[src/ptc_pkg.sv]
// Constants, field layout and types for the transmit timestamp capture block.
// Assumes a 32-bit APB register bus and a single pclk domain.
package ptc_pkg;

  // Register byte offsets
  localparam logic [11:0] PTC_OFF_BANK_PORT_SEL  = 12'h100;
  localparam logic [11:0] PTC_OFF_UNIT_CTRL      = 12'h104;
  localparam logic [11:0] PTC_OFF_CAPTURE_STATUS = 12'h108;
  localparam logic [11:0] PTC_OFF_EVENT_STATUS   = 12'h10C;
  localparam logic [11:0] PTC_OFF_EVENT_MASK     = 12'h110;
  localparam logic [11:0] PTC_OFF_TX_MOD         = 12'h164;
  localparam logic [11:0] PTC_OFF_TX_MOD2        = 12'h168;
  localparam logic [11:0] PTC_OFF_EGRESS_SEC     = 12'h16C;
  localparam logic [11:0] PTC_OFF_EGRESS_NS      = 12'h170;
  localparam logic [11:0] PTC_OFF_MSG_HEADER     = 12'h174;
  localparam logic [11:0] PTC_OFF_DREQ_SEC       = 12'h178;
  localparam logic [11:0] PTC_OFF_DREQ_NS        = 12'h17C;

  // Bank holding the per-port transmit registers
  localparam logic [2:0]  PTC_PORT_BANK          = 3'h2;

  // Field positions
  localparam int PTC_SYNC_INSERT_BIT   = 28;
  localparam int PTC_PDRESP_INSERT_BIT = 29;
  localparam int PTC_PORT_SEL_LSB      = 4;

  // Reset values
  localparam logic [15:0] PTC_CF_MASK_RST        = 16'h000F;

  // Message types
  localparam logic [3:0]  PTC_MSG_SYNC           = 4'h0;
  localparam logic [3:0]  PTC_MSG_DELAY_REQ      = 4'h1;
  localparam logic [3:0]  PTC_MSG_PDELAY_RESP    = 4'h3;

  // Capture buffer geometry
  localparam int PTC_FIFO_DEPTH = 4;
  localparam int PTC_CNT_W      = 3;
  localparam int PTC_NS_W       = 30;
  localparam int PTC_DREQ_SEC_W = 4;
  localparam int PTC_CRC_W      = 12;
  localparam int PTC_SRC_ID_W   = 80;
  localparam logic [11:0] PTC_CRC_POLY = 12'h80F;

  // Event status bits
  localparam int PTC_EV_CAPTURE  = 0;
  localparam int PTC_EV_OVERFLOW = 1;
  localparam int PTC_EV_DREQ     = 2;
  localparam int PTC_EV_W        = 3;

  typedef struct packed {
    logic [31:0]          sec;
    logic [PTC_NS_W-1:0]  ns;
    logic [31:0]          header;
  } ptc_capture_t;

endpackage : ptc_pkg

[src/ptc_fifo_if.sv]
// Interface between the register block and the capture buffer.
// Assumes both ends run on pclk.
`timescale 1ns/100ps
`default_nettype none
interface ptc_fifo_if;
  import ptc_pkg::*;
  logic                 push;
  logic                 pop;
  ptc_capture_t         wdata;
  ptc_capture_t         rdata;
  logic [PTC_CNT_W-1:0] count;
  logic                 full;

  modport producer (output push, output pop, output wdata,
                    input rdata, input count, input full);
  modport store    (input push, input pop, input wdata,
                    output rdata, output count, output full);
endinterface : ptc_fifo_if
`default_nettype wire

[src/ptc_capture_fifo.sv]
// Four-entry first-in first-out store of transmit captures.
// Assumes the producer never pushes when full; pop when empty is ignored.
`timescale 1ns/100ps
`default_nettype none
module ptc_capture_fifo
  import ptc_pkg::*;
(
  input  wire logic pclk,
  input  wire logic presetn,
  ptc_fifo_if.store fif
);

  ptc_capture_t         mem_r [PTC_FIFO_DEPTH];
  logic [1:0]           wr_ptr_r;
  logic [1:0]           rd_ptr_r;
  logic [PTC_CNT_W-1:0] count_r;
  logic                 do_push;
  logic                 do_pop;

  assign do_push = fif.push && (count_r != PTC_CNT_W'(PTC_FIFO_DEPTH));
  assign do_pop  = fif.pop && (count_r != '0);

  always_ff @(posedge pclk) begin
    if (do_push) begin
      mem_r[wr_ptr_r] <= fif.wdata;
    end
  end

  always_ff @(posedge pclk or negedge presetn) begin
    if (!presetn) begin
      wr_ptr_r <= '0;
      rd_ptr_r <= '0;
      count_r  <= '0;
    end else begin
      if (do_push) wr_ptr_r <= wr_ptr_r + 2'h1;
      if (do_pop)  rd_ptr_r <= rd_ptr_r + 2'h1;
      count_r <= count_r + PTC_CNT_W'(do_push) - PTC_CNT_W'(do_pop);
    end
  end

  // Empty buffer reads as zero
  assign fif.rdata = (count_r == '0) ? '0 : mem_r[rd_ptr_r];
  assign fif.count = count_r;
  assign fif.full  = (count_r == PTC_CNT_W'(PTC_FIFO_DEPTH));

endmodule : ptc_capture_fifo
`default_nettype wire

[src/ptc_port_crc.sv]
// 12-bit CRC over the 80-bit sourcePortIdentity, combinational.
// Assumes the identity is presented most significant octet first.
`timescale 1ns/100ps
`default_nettype none
module ptc_port_crc
  import ptc_pkg::*;
(
  input  wire logic [PTC_SRC_ID_W-1:0] src_id,
  output var  logic [PTC_CRC_W-1:0]    crc
);

  always_comb begin
    logic [PTC_CRC_W-1:0] c;
    logic                 fb;
    c  = '0;
    fb = 1'b0;
    for (int i = PTC_SRC_ID_W - 1; i >= 0; i--) begin
      fb = c[PTC_CRC_W-1] ^ src_id[i];
      c  = {c[PTC_CRC_W-2:0], 1'b0};
      if (fb) c = c ^ PTC_CRC_POLY;
    end
    crc = c;
  end

endmodule : ptc_port_crc
`default_nettype wire

[src/ptc_tx_capture.sv]
// Per-port transmit timestamp capture and frame modification control.
// Assumes frame and egress-time inputs come from logic on pclk.
//
// Summary of operation
// Per-type mask selects correction field modification
// Clear UDP/IPv4 checksum on insertion when enabled
// Software keeps checksum bit while unit enabled
// Each capture has 32-bit seconds, read only
// Four captures buffered, seconds, nanoseconds, header
// Captures valid only while count is nonzero
// Nanoseconds 30 bits, top two bits reserved
// Header top twelve bits hold source CRC
// Header holds message kind and sequence number
// Last Delay_Req egress time kept, 4-bit seconds
// Stored Delay_Req time feeds Delay_Resp insertion
// Bank and port select reach per-port registers
// Buffer is first-in first-out, read advances it
//
// Local design decision: the APB register port.
`timescale 1ns/100ps
`default_nettype none
module ptc_tx_capture
  import ptc_pkg::*;
#(
  parameter logic [1:0] PORT_ID = 2'h0
)(
  input  wire logic                      pclk,
  input  wire logic                      presetn,
  // APB slave
  input  wire logic                      psel,
  input  wire logic                      penable,
  input  wire logic                      pwrite,
  input  wire logic [11:0]               paddr,
  input  wire logic [31:0]               pwdata,
  output logic [31:0]                    prdata,
  output logic                           pready,
  output logic                           pslverr,
  // Transmit frame path, one pulse per PTP frame at egress
  input  wire logic                      tx_ptp_valid,
  input  wire logic                      tx_is_udpv4,
  input  wire logic [3:0]                tx_msg_kind,
  input  wire logic [15:0]               tx_sequence_number,
  input  wire logic [PTC_SRC_ID_W-1:0]   tx_source_identity,
  input  wire logic [31:0]               egress_seconds,
  input  wire logic [PTC_NS_W-1:0]       egress_nanoseconds,
  output logic                           tx_cf_modify,
  output logic                           tx_checksum_clear,
  // Toward the receive path for Delay_Resp insertion
  output logic [PTC_DREQ_SEC_W-1:0]      dreq_egress_seconds,
  output logic [PTC_NS_W-1:0]            dreq_egress_nanoseconds,
  output logic                           irq
);

  // Register state
  logic [2:0]                 bank_sel_r;
  logic [1:0]                 port_sel_r;
  logic                       unit_enable_r;
  logic [15:0]                correction_type_mask_r;
  logic                       sync_insert_r;
  logic                       pdresp_insert_r;
  logic                       checksum_clear_enable_r;
  logic [PTC_EV_W-1:0]        event_status_r;
  logic [PTC_EV_W-1:0]        event_mask_r;
  logic [PTC_DREQ_SEC_W-1:0]  dreq_sec_r;
  logic [PTC_NS_W-1:0]        dreq_ns_r;

  // Bus handshake
  logic                       pready_r;
  logic [31:0]                prdata_r;
  logic                       pslverr_r;
  logic [31:0]                rd_nxt;
  logic                       hit_nxt;
  logic                       port_hit;
  logic                       access;
  logic                       commit;
  logic                       wr_commit;
  logic                       rd_commit;
  logic [PTC_EV_W-1:0]        status_read_r;

  // Frame outputs
  logic                       cf_modify_r;
  logic                       checksum_clear_r;
  logic                       irq_r;
  logic                       capture_req;
  logic                       dreq_seen;
  logic [PTC_CRC_W-1:0]       source_identity_crc;

  ptc_fifo_if fif ();

  ptc_capture_fifo u_fifo (
    .pclk    (pclk),
    .presetn (presetn),
    .fif     (fif.store)
  );

  ptc_port_crc u_crc (
    .src_id (tx_source_identity),
    .crc    (source_identity_crc)
  );

  // Access phase takes two cycles: data is prepared, then pready rises.
  assign access    = psel && penable;
  assign commit    = access && pready_r;
  assign wr_commit = commit && pwrite && !pslverr_r;
  assign rd_commit = commit && !pwrite && !pslverr_r;

  // Per-port space only when bank and port both select this instance
  assign port_hit = (bank_sel_r == PTC_PORT_BANK) && (port_sel_r == PORT_ID);

  always_comb begin
    rd_nxt  = 32'h0000_0000;
    hit_nxt = 1'b1;
    case (paddr)
      PTC_OFF_BANK_PORT_SEL: begin
        rd_nxt[2:0] = bank_sel_r;
        rd_nxt[PTC_PORT_SEL_LSB +: 2] = port_sel_r;
      end
      PTC_OFF_UNIT_CTRL: begin
        rd_nxt[0] = unit_enable_r;
      end
      PTC_OFF_CAPTURE_STATUS: begin
        rd_nxt[PTC_CNT_W-1:0] = fif.count;
      end
      PTC_OFF_EVENT_STATUS: begin
        rd_nxt[PTC_EV_W-1:0] = event_status_r;
      end
      PTC_OFF_EVENT_MASK: begin
        rd_nxt[PTC_EV_W-1:0] = event_mask_r;
      end
      PTC_OFF_TX_MOD: begin
        hit_nxt = port_hit;
        rd_nxt[15:0] = correction_type_mask_r;
        rd_nxt[PTC_SYNC_INSERT_BIT] = sync_insert_r;
        rd_nxt[PTC_PDRESP_INSERT_BIT] = pdresp_insert_r;
      end
      PTC_OFF_TX_MOD2: begin
        hit_nxt = port_hit;
        rd_nxt[0] = checksum_clear_enable_r;
      end
      PTC_OFF_EGRESS_SEC: begin
        hit_nxt = port_hit;
        rd_nxt = fif.rdata.sec;
      end
      PTC_OFF_EGRESS_NS: begin
        hit_nxt = port_hit;
        rd_nxt[PTC_NS_W-1:0] = fif.rdata.ns;
      end
      PTC_OFF_MSG_HEADER: begin
        hit_nxt = port_hit;
        rd_nxt = fif.rdata.header;
      end
      PTC_OFF_DREQ_SEC: begin
        hit_nxt = port_hit;
        rd_nxt[PTC_DREQ_SEC_W-1:0] = dreq_sec_r;
      end
      PTC_OFF_DREQ_NS: begin
        hit_nxt = port_hit;
        rd_nxt[PTC_NS_W-1:0] = dreq_ns_r;
      end
      default: begin
        hit_nxt = 1'b0;
      end
    endcase
    if (!hit_nxt) rd_nxt = 32'h0000_0000;
  end

  // Bus answer registers
  always_ff @(posedge pclk or negedge presetn) begin
    if (!presetn) begin
      pready_r      <= 1'b0;
      prdata_r      <= 32'h0000_0000;
      pslverr_r     <= 1'b0;
      status_read_r <= '0;
    end else if (access && !pready_r) begin
      pready_r      <= 1'b1;
      prdata_r      <= pwrite ? 32'h0000_0000 : rd_nxt;
      pslverr_r     <= !hit_nxt;
      // Snapshot lets only the bits actually returned be cleared
      status_read_r <= (!pwrite && paddr == PTC_OFF_EVENT_STATUS) ?
                       event_status_r : '0;
    end else begin
      pready_r      <= 1'b0;
      pslverr_r     <= 1'b0;
    end
  end

  // Selection and global control
  always_ff @(posedge pclk or negedge presetn) begin
    if (!presetn) begin
      bank_sel_r    <= '0;
      port_sel_r    <= '0;
      unit_enable_r <= 1'b0;
      event_mask_r  <= '0;
    end else if (wr_commit) begin
      case (paddr)
        PTC_OFF_BANK_PORT_SEL: begin
          bank_sel_r <= pwdata[2:0];
          port_sel_r <= pwdata[PTC_PORT_SEL_LSB +: 2];
        end
        PTC_OFF_UNIT_CTRL:  unit_enable_r <= pwdata[0];
        PTC_OFF_EVENT_MASK: event_mask_r  <= pwdata[PTC_EV_W-1:0];
        default: ;
      endcase
    end
  end

  // Modification settings; software is trusted not to change them
  // while the unit is enabled, so no lock is imposed here.
  always_ff @(posedge pclk or negedge presetn) begin
    if (!presetn) begin
      correction_type_mask_r  <= PTC_CF_MASK_RST;
      sync_insert_r           <= 1'b0;
      pdresp_insert_r         <= 1'b0;
      checksum_clear_enable_r <= 1'b0;
    end else if (wr_commit) begin
      case (paddr)
        PTC_OFF_TX_MOD: begin
          correction_type_mask_r <= pwdata[15:0];
          sync_insert_r          <= pwdata[PTC_SYNC_INSERT_BIT];
          pdresp_insert_r        <= pwdata[PTC_PDRESP_INSERT_BIT];
        end
        PTC_OFF_TX_MOD2: checksum_clear_enable_r <= pwdata[0];
        default: ;
      endcase
    end
  end

  // Frame modification decisions, one cycle after the frame pulse
  always_ff @(posedge pclk or negedge presetn) begin
    if (!presetn) begin
      cf_modify_r      <= 1'b0;
      checksum_clear_r <= 1'b0;
    end else begin
      cf_modify_r <= tx_ptp_valid && unit_enable_r &&
                     correction_type_mask_r[tx_msg_kind];
      checksum_clear_r <= tx_ptp_valid && unit_enable_r && tx_is_udpv4 &&
                          checksum_clear_enable_r &&
                          ((sync_insert_r && tx_msg_kind == PTC_MSG_SYNC) ||
                           (pdresp_insert_r &&
                            tx_msg_kind == PTC_MSG_PDELAY_RESP));
    end
  end

  // Capture push and read-driven pop
  assign capture_req = tx_ptp_valid && unit_enable_r;
  assign dreq_seen   = capture_req && (tx_msg_kind == PTC_MSG_DELAY_REQ);

  assign fif.push         = capture_req && !fif.full;
  // One driver for the whole entry; fields packed in capture-type order
  assign fif.wdata = {egress_seconds,
                      egress_nanoseconds,
                      source_identity_crc,
                      tx_msg_kind, tx_sequence_number};
  // Reading the header word consumes the oldest entry
  assign fif.pop = rd_commit && (paddr == PTC_OFF_MSG_HEADER);

  // Last Delay_Req egress time, independent of the buffer
  always_ff @(posedge pclk or negedge presetn) begin
    if (!presetn) begin
      dreq_sec_r <= '0;
      dreq_ns_r  <= '0;
    end else if (dreq_seen) begin
      dreq_sec_r <= egress_seconds[PTC_DREQ_SEC_W-1:0];
      dreq_ns_r  <= egress_nanoseconds;
    end
  end

  // Sticky events: a set in the clearing cycle survives
  always_ff @(posedge pclk or negedge presetn) begin
    if (!presetn) begin
      event_status_r <= '0;
    end else begin
      event_status_r <= (event_status_r &
                         ~(rd_commit ? status_read_r : '0)) |
                        {dreq_seen, capture_req && fif.full, fif.push};
    end
  end

  always_ff @(posedge pclk or negedge presetn) begin
    if (!presetn) begin
      irq_r <= 1'b0;
    end else begin
      irq_r <= |(event_status_r & event_mask_r);
    end
  end

  assign prdata                  = prdata_r;
  assign pready                  = pready_r;
  assign pslverr                 = pslverr_r;
  assign tx_cf_modify            = cf_modify_r;
  assign tx_checksum_clear       = checksum_clear_r;
  assign dreq_egress_seconds     = dreq_sec_r;
  assign dreq_egress_nanoseconds = dreq_ns_r;
  assign irq                     = irq_r;

endmodule : ptc_tx_capture
`default_nettype wire

[config.mk]
export PLATFORM = sky130hd
export DESIGN_NAME = ptc_tx_capture
export DESIGN_NICKNAME = d
export VERILOG_FILES = /design/src/ptc_pkg.sv /design/src/ptc_fifo_if.sv /design/src/ptc_capture_fifo.sv /design/src/ptc_port_crc.sv /design/src/ptc_tx_capture.sv
export SDC_FILE = /design/constraint.sdc
export NUM_CORES = 1
export LEC_CHECK = 0
export BUFFER_PORTS_ARGS = -buffer_cell sky130_fd_sc_hd__buf_2
export CORE_UTILIZATION = 55
export DETAILED_ROUTE_END_ITERATION = 7
export HOLD_SLACK_MARGIN = 0.15
export PLACE_DENSITY = 0.78
export SYNTH_ARGS = -nofsm -noshare
export SYNTH_HDL_FRONTEND = slang
export SYNTH_HIERARCHICAL = 1
export SYNTH_SLANG_ARGS = --single-unit
[constraint.sdc]
create_clock -name pclk -period 5.77 [get_ports pclk]
set_clock_uncertainty 0.15 [all_clocks]
set_input_delay 0.2885 -clock pclk [delete_from_list [all_inputs] [get_ports pclk]]
set_output_delay 0.2885 -clock pclk [all_outputs]
set_load 0.02 [all_outputs]
==> results of run 1 <==
## stage by stage
step	total power, uW	utilization, %
2_1_floorplan	8550	-
3_3_place_gp	8960	60.8
3_5_place_dp	9030	60.8
4_1_cts	12100	67.5
5_1_grt	12200	67.5
6_report	12000	67.5
## synthesized netlist by cell type, types with 6 or more instances
library cell | count | area (um^2)
xnor2_1 | 107 | 937
and2_1 | 102 | 638
xnor2_2 | 9 | 146
edfxtp_1 | 376 | 11300
xnor3_1 | 36 | 811
inv_1 | 11 | 41.3
xor2_1 | 22 | 193
ha_1 | 6 | 75.1
a22oi_1 | 27 | 203
buf_2 | 19 | 95.1
nand2_1 | 51 | 191
mux4_2 | 102 | 2300
buf_6 | 6 | 67.6
nand3_1 | 12 | 60.1
a221oi_1 | 24 | 210
nor3_1 | 7 | 35.0
o21ai_0 | 32 | 160
mux2_2 | 77 | 867
mux2i_1 | 7 | 70.1
clkbuf_1 | 35 | 131
xnor3_2 | 6 | 143
nor2_1 | 39 | 146
dfrtp_1 | 108 | 2700
## tightest hold or removal path, delay by kind of cell
kind            cells  cell delay (ns)
buf+inv             1             0.20
compound gates      3             0.34
## layer usage
metal | GRT usage [%] | vias up
met4 | 7.98 | 2
met2 | 45.0 | 681
met3 | 5.08 | 110
met1 | 35.5 | 6732
li1 | - | 5814
met5 | 0 | -
## flip-flops by register name (all words and copies together), names as in the netlist, 3 cells and up
signal                   flops
u_fifo/mem_r               376
prdata                      32
dreq_egress_nanoseconds     30
correction_type_mask_r      16
dreq_egress_seconds          4
bank_sel_r                   3
event_mask_r                 3
event_status_r               3
status_read_r                3
u_fifo/fif.count             3
## where the power goes
group / leakage (uW) / switching [uW] / total (uW) / internal (uW)
clock network: 0.000746 / 1280 / 3000 / 1720
logic: 0.00464 / 2040 / 4100 / 2060
registers: 0.00492 / 0.871 / 4910 / 4910
## final cells by class
cell class / instances / area, um^2
diodes: 2 / 5.00
clock buffers: 63 / 1300
clock inverters: 25 / 213
fillers: 2643 / 13000
inverters: 11 / 41.3
multi-input cells: 741 / 7950
flip-flops and latches: 488 / 14100
well taps: 525 / 657
repair buffers: 406 / 2680
## final timing paths
check	from	to	slack [ns]	cells after the start
min in group asynchronous	presetn	prdata[8]	0.17	2
worst max-delay path	tx_source_identity[76]	u_fifo/mem_r[3][31]	2.34	9
worst min register to register	prdata[11]	prdata[11]	0.32	2
worst max register to register	u_fifo/fif.count[1]	prdata[28]	2.36	8
max in group asynchronous	presetn	u_fifo/rd_ptr_r[1]	3.86	3
worst min-delay path	paddr[4]	prdata[4]	0.16	4
## repair_timing
item                                   in CTS  in global routing
endpoints found under the hold margin     462                  0
hold buffers                              115                  0
setup buffers                               0                  0
## logic make-up (layout without fill, tap and decap cells)
logic type,Yosys count,in the layout,share of synthesized area (%)
other cells,0,2,0
fa+ha+maj,7,7,0.425
xor+xnor,187,187,10.8
flops,488,488,63.0
compound gates,112,112,3.58
simple gates,249,249,6.11
mux,186,186,14.5
buf+inv,75,505,1.64
==> summary.txt, run 1 <==
Cells and area
  – Commonest non-fill, non-tap cell in the layout: edfxtp_1
  – Most frequent cells in the layout: edfxtp_1 (376), buf_2 (268), dlygate4sd3_1 (115)
  – Share of cells above drive strength 1: 33.6%
  – NumNets Final: 1915
  – Area grow syn2layout: 20.4%
  – Final std cells w/o fill: 2261
  – Final Cell Area: roughly 27000 um^2

STA
  – Max_slew headroom: 26.8%
  – Crit share post-route: 59.4%
  – Setup ws final: 2.34 ns
  – Final min period: 3.43 ns
  – FMAX: 0.292 GHz
  – Hold slack: 0.160 ns
  – Final Max Slew Viols: 0
  – Endpoints failing setup: 0
  – RSZ-0062 raised after global routing: false
  – Setup TNS Final: 0 ns
  – Worst Tran Pin Value: 1.10 ns
  – Hold Fails Final Rpt: 0

Setup path
  – Top delay family on crit path: XOR/XNOR gates
  – Cell mode on critical path: xnor3_2
  – Startpoint Class: input port
  – Worst Path Required: 5.91 ns
  – CP Cell Sequence: buf_2 -> xnor3_1 -> xnor2_1 -> xnor3_2 -> xnor3_2 -> xnor2_1 -> xnor2_2 -> xnor3_2 -> xor3_1
  – Buf+Inv Stages, Crit Path: 1
  – Slowest cell on the critical path: xnor3_2
  – Crit. End Element: flip-flop
  – WP data arrival: approximately 3.6 ns
  – Setup CP Type: in2reg
  – Worst Path Max Fanout: 5
  – Max incr delay on CP: approximately 0.52 ns

Placed design
  – Buffers on Ports: approximately 270
  – Post-DP Area: roughly 24000 um^2
  – Placed wire-length estimate: 35400 um
  – Placed cell count: 2056
  – RePlAce Congestion: 0.913
  – Dpl ws: 1.76 ns

Detailed routing
  – M1 WL: 21500 um
  – Final wirelength: 54600 um
  – Highest routed metal layer: met5
  – WL/cell: 24.2 um
  – Final ANT Viol Nets: 0
  – WL met3: about 4400 um
  – Vias: 13.3k
  – DR WL met2: 27300 um
  – Number of remaining DRC errors: 0
  – DR iter-0 viols: 1108
  – Drt pass-1 iters: 8
  – Vias per inst: 5.90

Clock tree
  – Post-cts sizing count: 0
  – Root Driver: clkbuf_16
  – CTS clk-pin slew, worst paths: 0.06 ns
  – CTS tree: yes
  – Worst-Skew Late Latency: 0.57 ns
  – CTS H-tree lvls: 2
  – CTS sink cnt: 488
  – Deepest clock path buffer count: 3
  – Num CTS Buffers: 47

Global route
  – GR Util All Layers: 26.7%
  – Pin count of the biggest net entering global routing: 59
  – Antenna violations before repair: 3
  – Gr ovfl total: 0
  – Vias in the first global route: 13.9k
  – First-pass GRT wire length: slightly above 80000 um

Synth
  – Synth Flop Type: edfxtp_1
  – Synth cell types: 64
  – Post-synth EDFFs: 376
  – Mapped Nets: 1524
  – Syn_area_per_cell: 17.2 um^2
  – FF+latch count, synth: 488
  – Register area share after synthesis: between 60% and 70%
  – Synth warn: 6
  – FFs w/ async S/R, synth: 23.0%
  – Netlist Area Pre-Place: roughly 22000 um^2
  – Post-Synthesis Cells: 1304

Power and ir drop
  – Cell Pwr Density: 446 nW/um^2
  – Leak pwr: 0.0103 uW
  – VDD IR-drop max: a little over 800 uV

Floorplan
  – Row count: 73
  – DIE AREA: 41500 um^2
  – I/O pins: 284
  – Core area: around 40000 um^2
  – Die height: a little over 200 um
  – Initial Utilization: 56.1%
  – Horiz. Die Dim: a little over 200 um

Worst hold path
  – Hold WC Path Type: in2reg

Status
  – Outcome: completed

Job
  – Max-cap violations: 0
Note: power is estimated with default switching activity, not from simulation.
==> run 2: changes to the inputs <==
==> constraint.sdc (replaced) <==
create_clock -name pclk -period 3.4 [get_ports pclk]
set_clock_uncertainty 0.15 [all_clocks]
set_input_delay 0.17 -clock pclk [delete_from_list [all_inputs] [get_ports pclk]]
set_output_delay 0.17 -clock pclk [all_outputs]
set_load 0.02 [all_outputs]
==> summary.txt, run 2 (synthesized netlist as in run 1, its figures left out) <==
Detailed routing
  – Final ANT Viol Nets: 0
  – DR iter-0 viols: 1280
  – WL/cell: about 24 um
  – Drt pass-1 iters: 6
  – Number of remaining DRC errors: 0
  – Vias per inst: approximately 5.8
  – Vias: 13.6k
  – Final wirelength: 57100 um

Setup path
  – Setup CP Type: in2reg
  – Crit path capture: prdata[1]
  – Critical path startpoint: paddr[9]
  – Startpoint Class: input port
  – Worst Path Max Fanout: 12
  – Worst r2r dst: prdata[1]
  – Register-to-register setup slack: 0.35 ns
  – Worst R2R Path Depth: 8
  – Crit. End Element: flip-flop
  – Worst Path Required: around 3.8 ns
  – FF-to-FF Start: u_fifo/rd_ptr_r[1]
  – WP data arrival: between 3 and 4 ns

Floorplan
  – DIE AREA: 41500 um^2
  – Horiz. Die Dim: ~200 um
  – I/O pins: 284
  – Row count: 73
  – Initial Utilization: 56.1%
  – Core area: 39900 um^2
  – Die height: 204 um

Power and ir drop
  – Design Power: ~21000 uW
  – Leak pwr: 0.0108 uW
  – VDD IR-drop max: 1750 uV
  – Cell Pwr Density: 750 nW/um^2

STA
  – Hold Fails Final Rpt: 0
  – Final Max Slew Viols: 0
  – Endpoints failing setup: 0
  – Final min period: between 3 and 4 ns
  – Hold slack: 0.163 ns
  – Crit share post-route: 94.4%
  – Worst Tran Pin Value: between 1 and 1.5 ns
  – FMAX: 0.312 GHz
  – RSZ-0062 raised after global routing: false
  – Max_slew headroom: 31.4%

Global route
  – Antenna violations before repair: 3
  – First-pass GRT wire length: ~86000 um
  – GR Util All Layers: 28.0%
  – Gr ovfl total: 0
  – Vias in the first global route: 14.4k
  – Pin count of the biggest net entering global routing: 71

Clock tree
  – Deepest clock path buffer count: 3
  – Post-CTS Setup Inserts: 0
  – CTS clk-pin slew, worst paths: around 0.070 ns
  – Num CTS Buffers: 47
  – CTS sink cnt: between 400 and 500
  – CTS tree: yes
  – Worst-Skew Late Latency: roughly 0.57 ns
  – CTS H-tree lvls: 2
  – Root Driver: clkbuf_16

Placed design
  – Buffers on Ports: 269
  – Post-DP Area: 25000 um^2
  – RePlAce Congestion: 0.909
  – Placed wire-length estimate: between 30000 and 40000 um

Cells and area
  – Final Cell Area: 27800 um^2
  – Util after Layout: 69.7%
  – Largest Register: u_fifo/mem_r
  – NumNets Final: between 2k and 2.5k
  – Share of cells above drive strength 1: around 36%
  – Largest register FFs: about 380
  – Commonest non-fill, non-tap cell in the layout: edfxtp_1
  – Area grow syn2layout: 24.3%
  – Most frequent cells in the layout: edfxtp_1 (376), buf_2 (268), dlygate4sd3_1 (126)

Worst hold path
  – Hold WC Path Type: in2async

Status
  – Outcome: completed

Job
  – Max-cap violations: 0
[run 2: changes by cell type in the layout (fill, tap and decap cells not counted), sizes merged]
cell | before | now
buf | 291 | 371
bufinv | 3 | 5
clkbuf | 63 | 67
clkinv | 19 | 13
clkinvlp | 1 | 2
dlygate4sd3 | 115 | 126
inv | 13 | 12
[run 2: layout make-up]
cell class,instances,area (um^2)
diodes,2,5.00
fillers,2573,12100
clock inverters,21,245
inverters,11,41.3
flip-flops and latches,488,14100
repair buffers,497,3500
multi-input cells,741,7950
clock buffers,67,1310
well taps,525,657
[run 2: worst min path at each step]
stage / depth (start not counted) / start / slack (ns) / endpoint
floorplan: 0 / presetn / -0.28 / bank_sel_r[0]
global placement: 1 / tx_sequence_number[7] / 0.23 / u_fifo/mem_r[0][7]
detailed placement: 1 / egress_seconds[26] / 0.24 / u_fifo/mem_r[1][88]
CTS: 2 / tx_sequence_number[3] / 0.17 / u_fifo/mem_r[2][3]
global route: 2 / tx_sequence_number[3] / 0.19 / u_fifo/mem_r[2][3]
finish: 2 / presetn / 0.16 / correction_type_mask_r[10]
[run 2: critical path, stage by stage]
cell and delay (ns):
dlygate4sd3_1 0.53, buf_2 0.12, or4b_4 0.62, dlygate4sd3_1 0.69, nor4_2 0.38, nand4_1 0.23, a22oi_1 0.23, dlygate4sd3_1 0.59
[run 2: routing by layer]
layer | up-vias | wire, um | track usage [%]
li1 | 6006 | - | -
met1 | 6851 | 22200 | 36.4
met2 | 646 | 29000 | 47.9
met3 | 103 | 4330 | 5.23
met4 | 2 | 1610 | 8.78
met5 | - | 8 | 0
[run 2: timing repair]
| item | in CTS | in global routing |
|---|---|---|
| hold endpoints to repair | 479 | 0 |
| resized for setup | 0 | 3 |
| hold buffers | 126 | 0 |
| endpoints found under the setup margin | 0 | 9 |
[run 2: through the flow]
step / setup TNS, ns / cells / setup WS [ns]
CTS: 0 / 2350 / 0.0879
finish: 0 / 2352 / 0.192
global route: 0 / 2352 / 0.159
global placement: -1.31 / 2136 / -0.163
detailed placement: -2.17 / 2136 / -0.210
floorplan: 0 / 1304 / 0.0129
[run 2: power by group]
group	switching, uW	internal [uW]
sequential	1.34	7830
clock	2160	3080
combinational	3450	4340
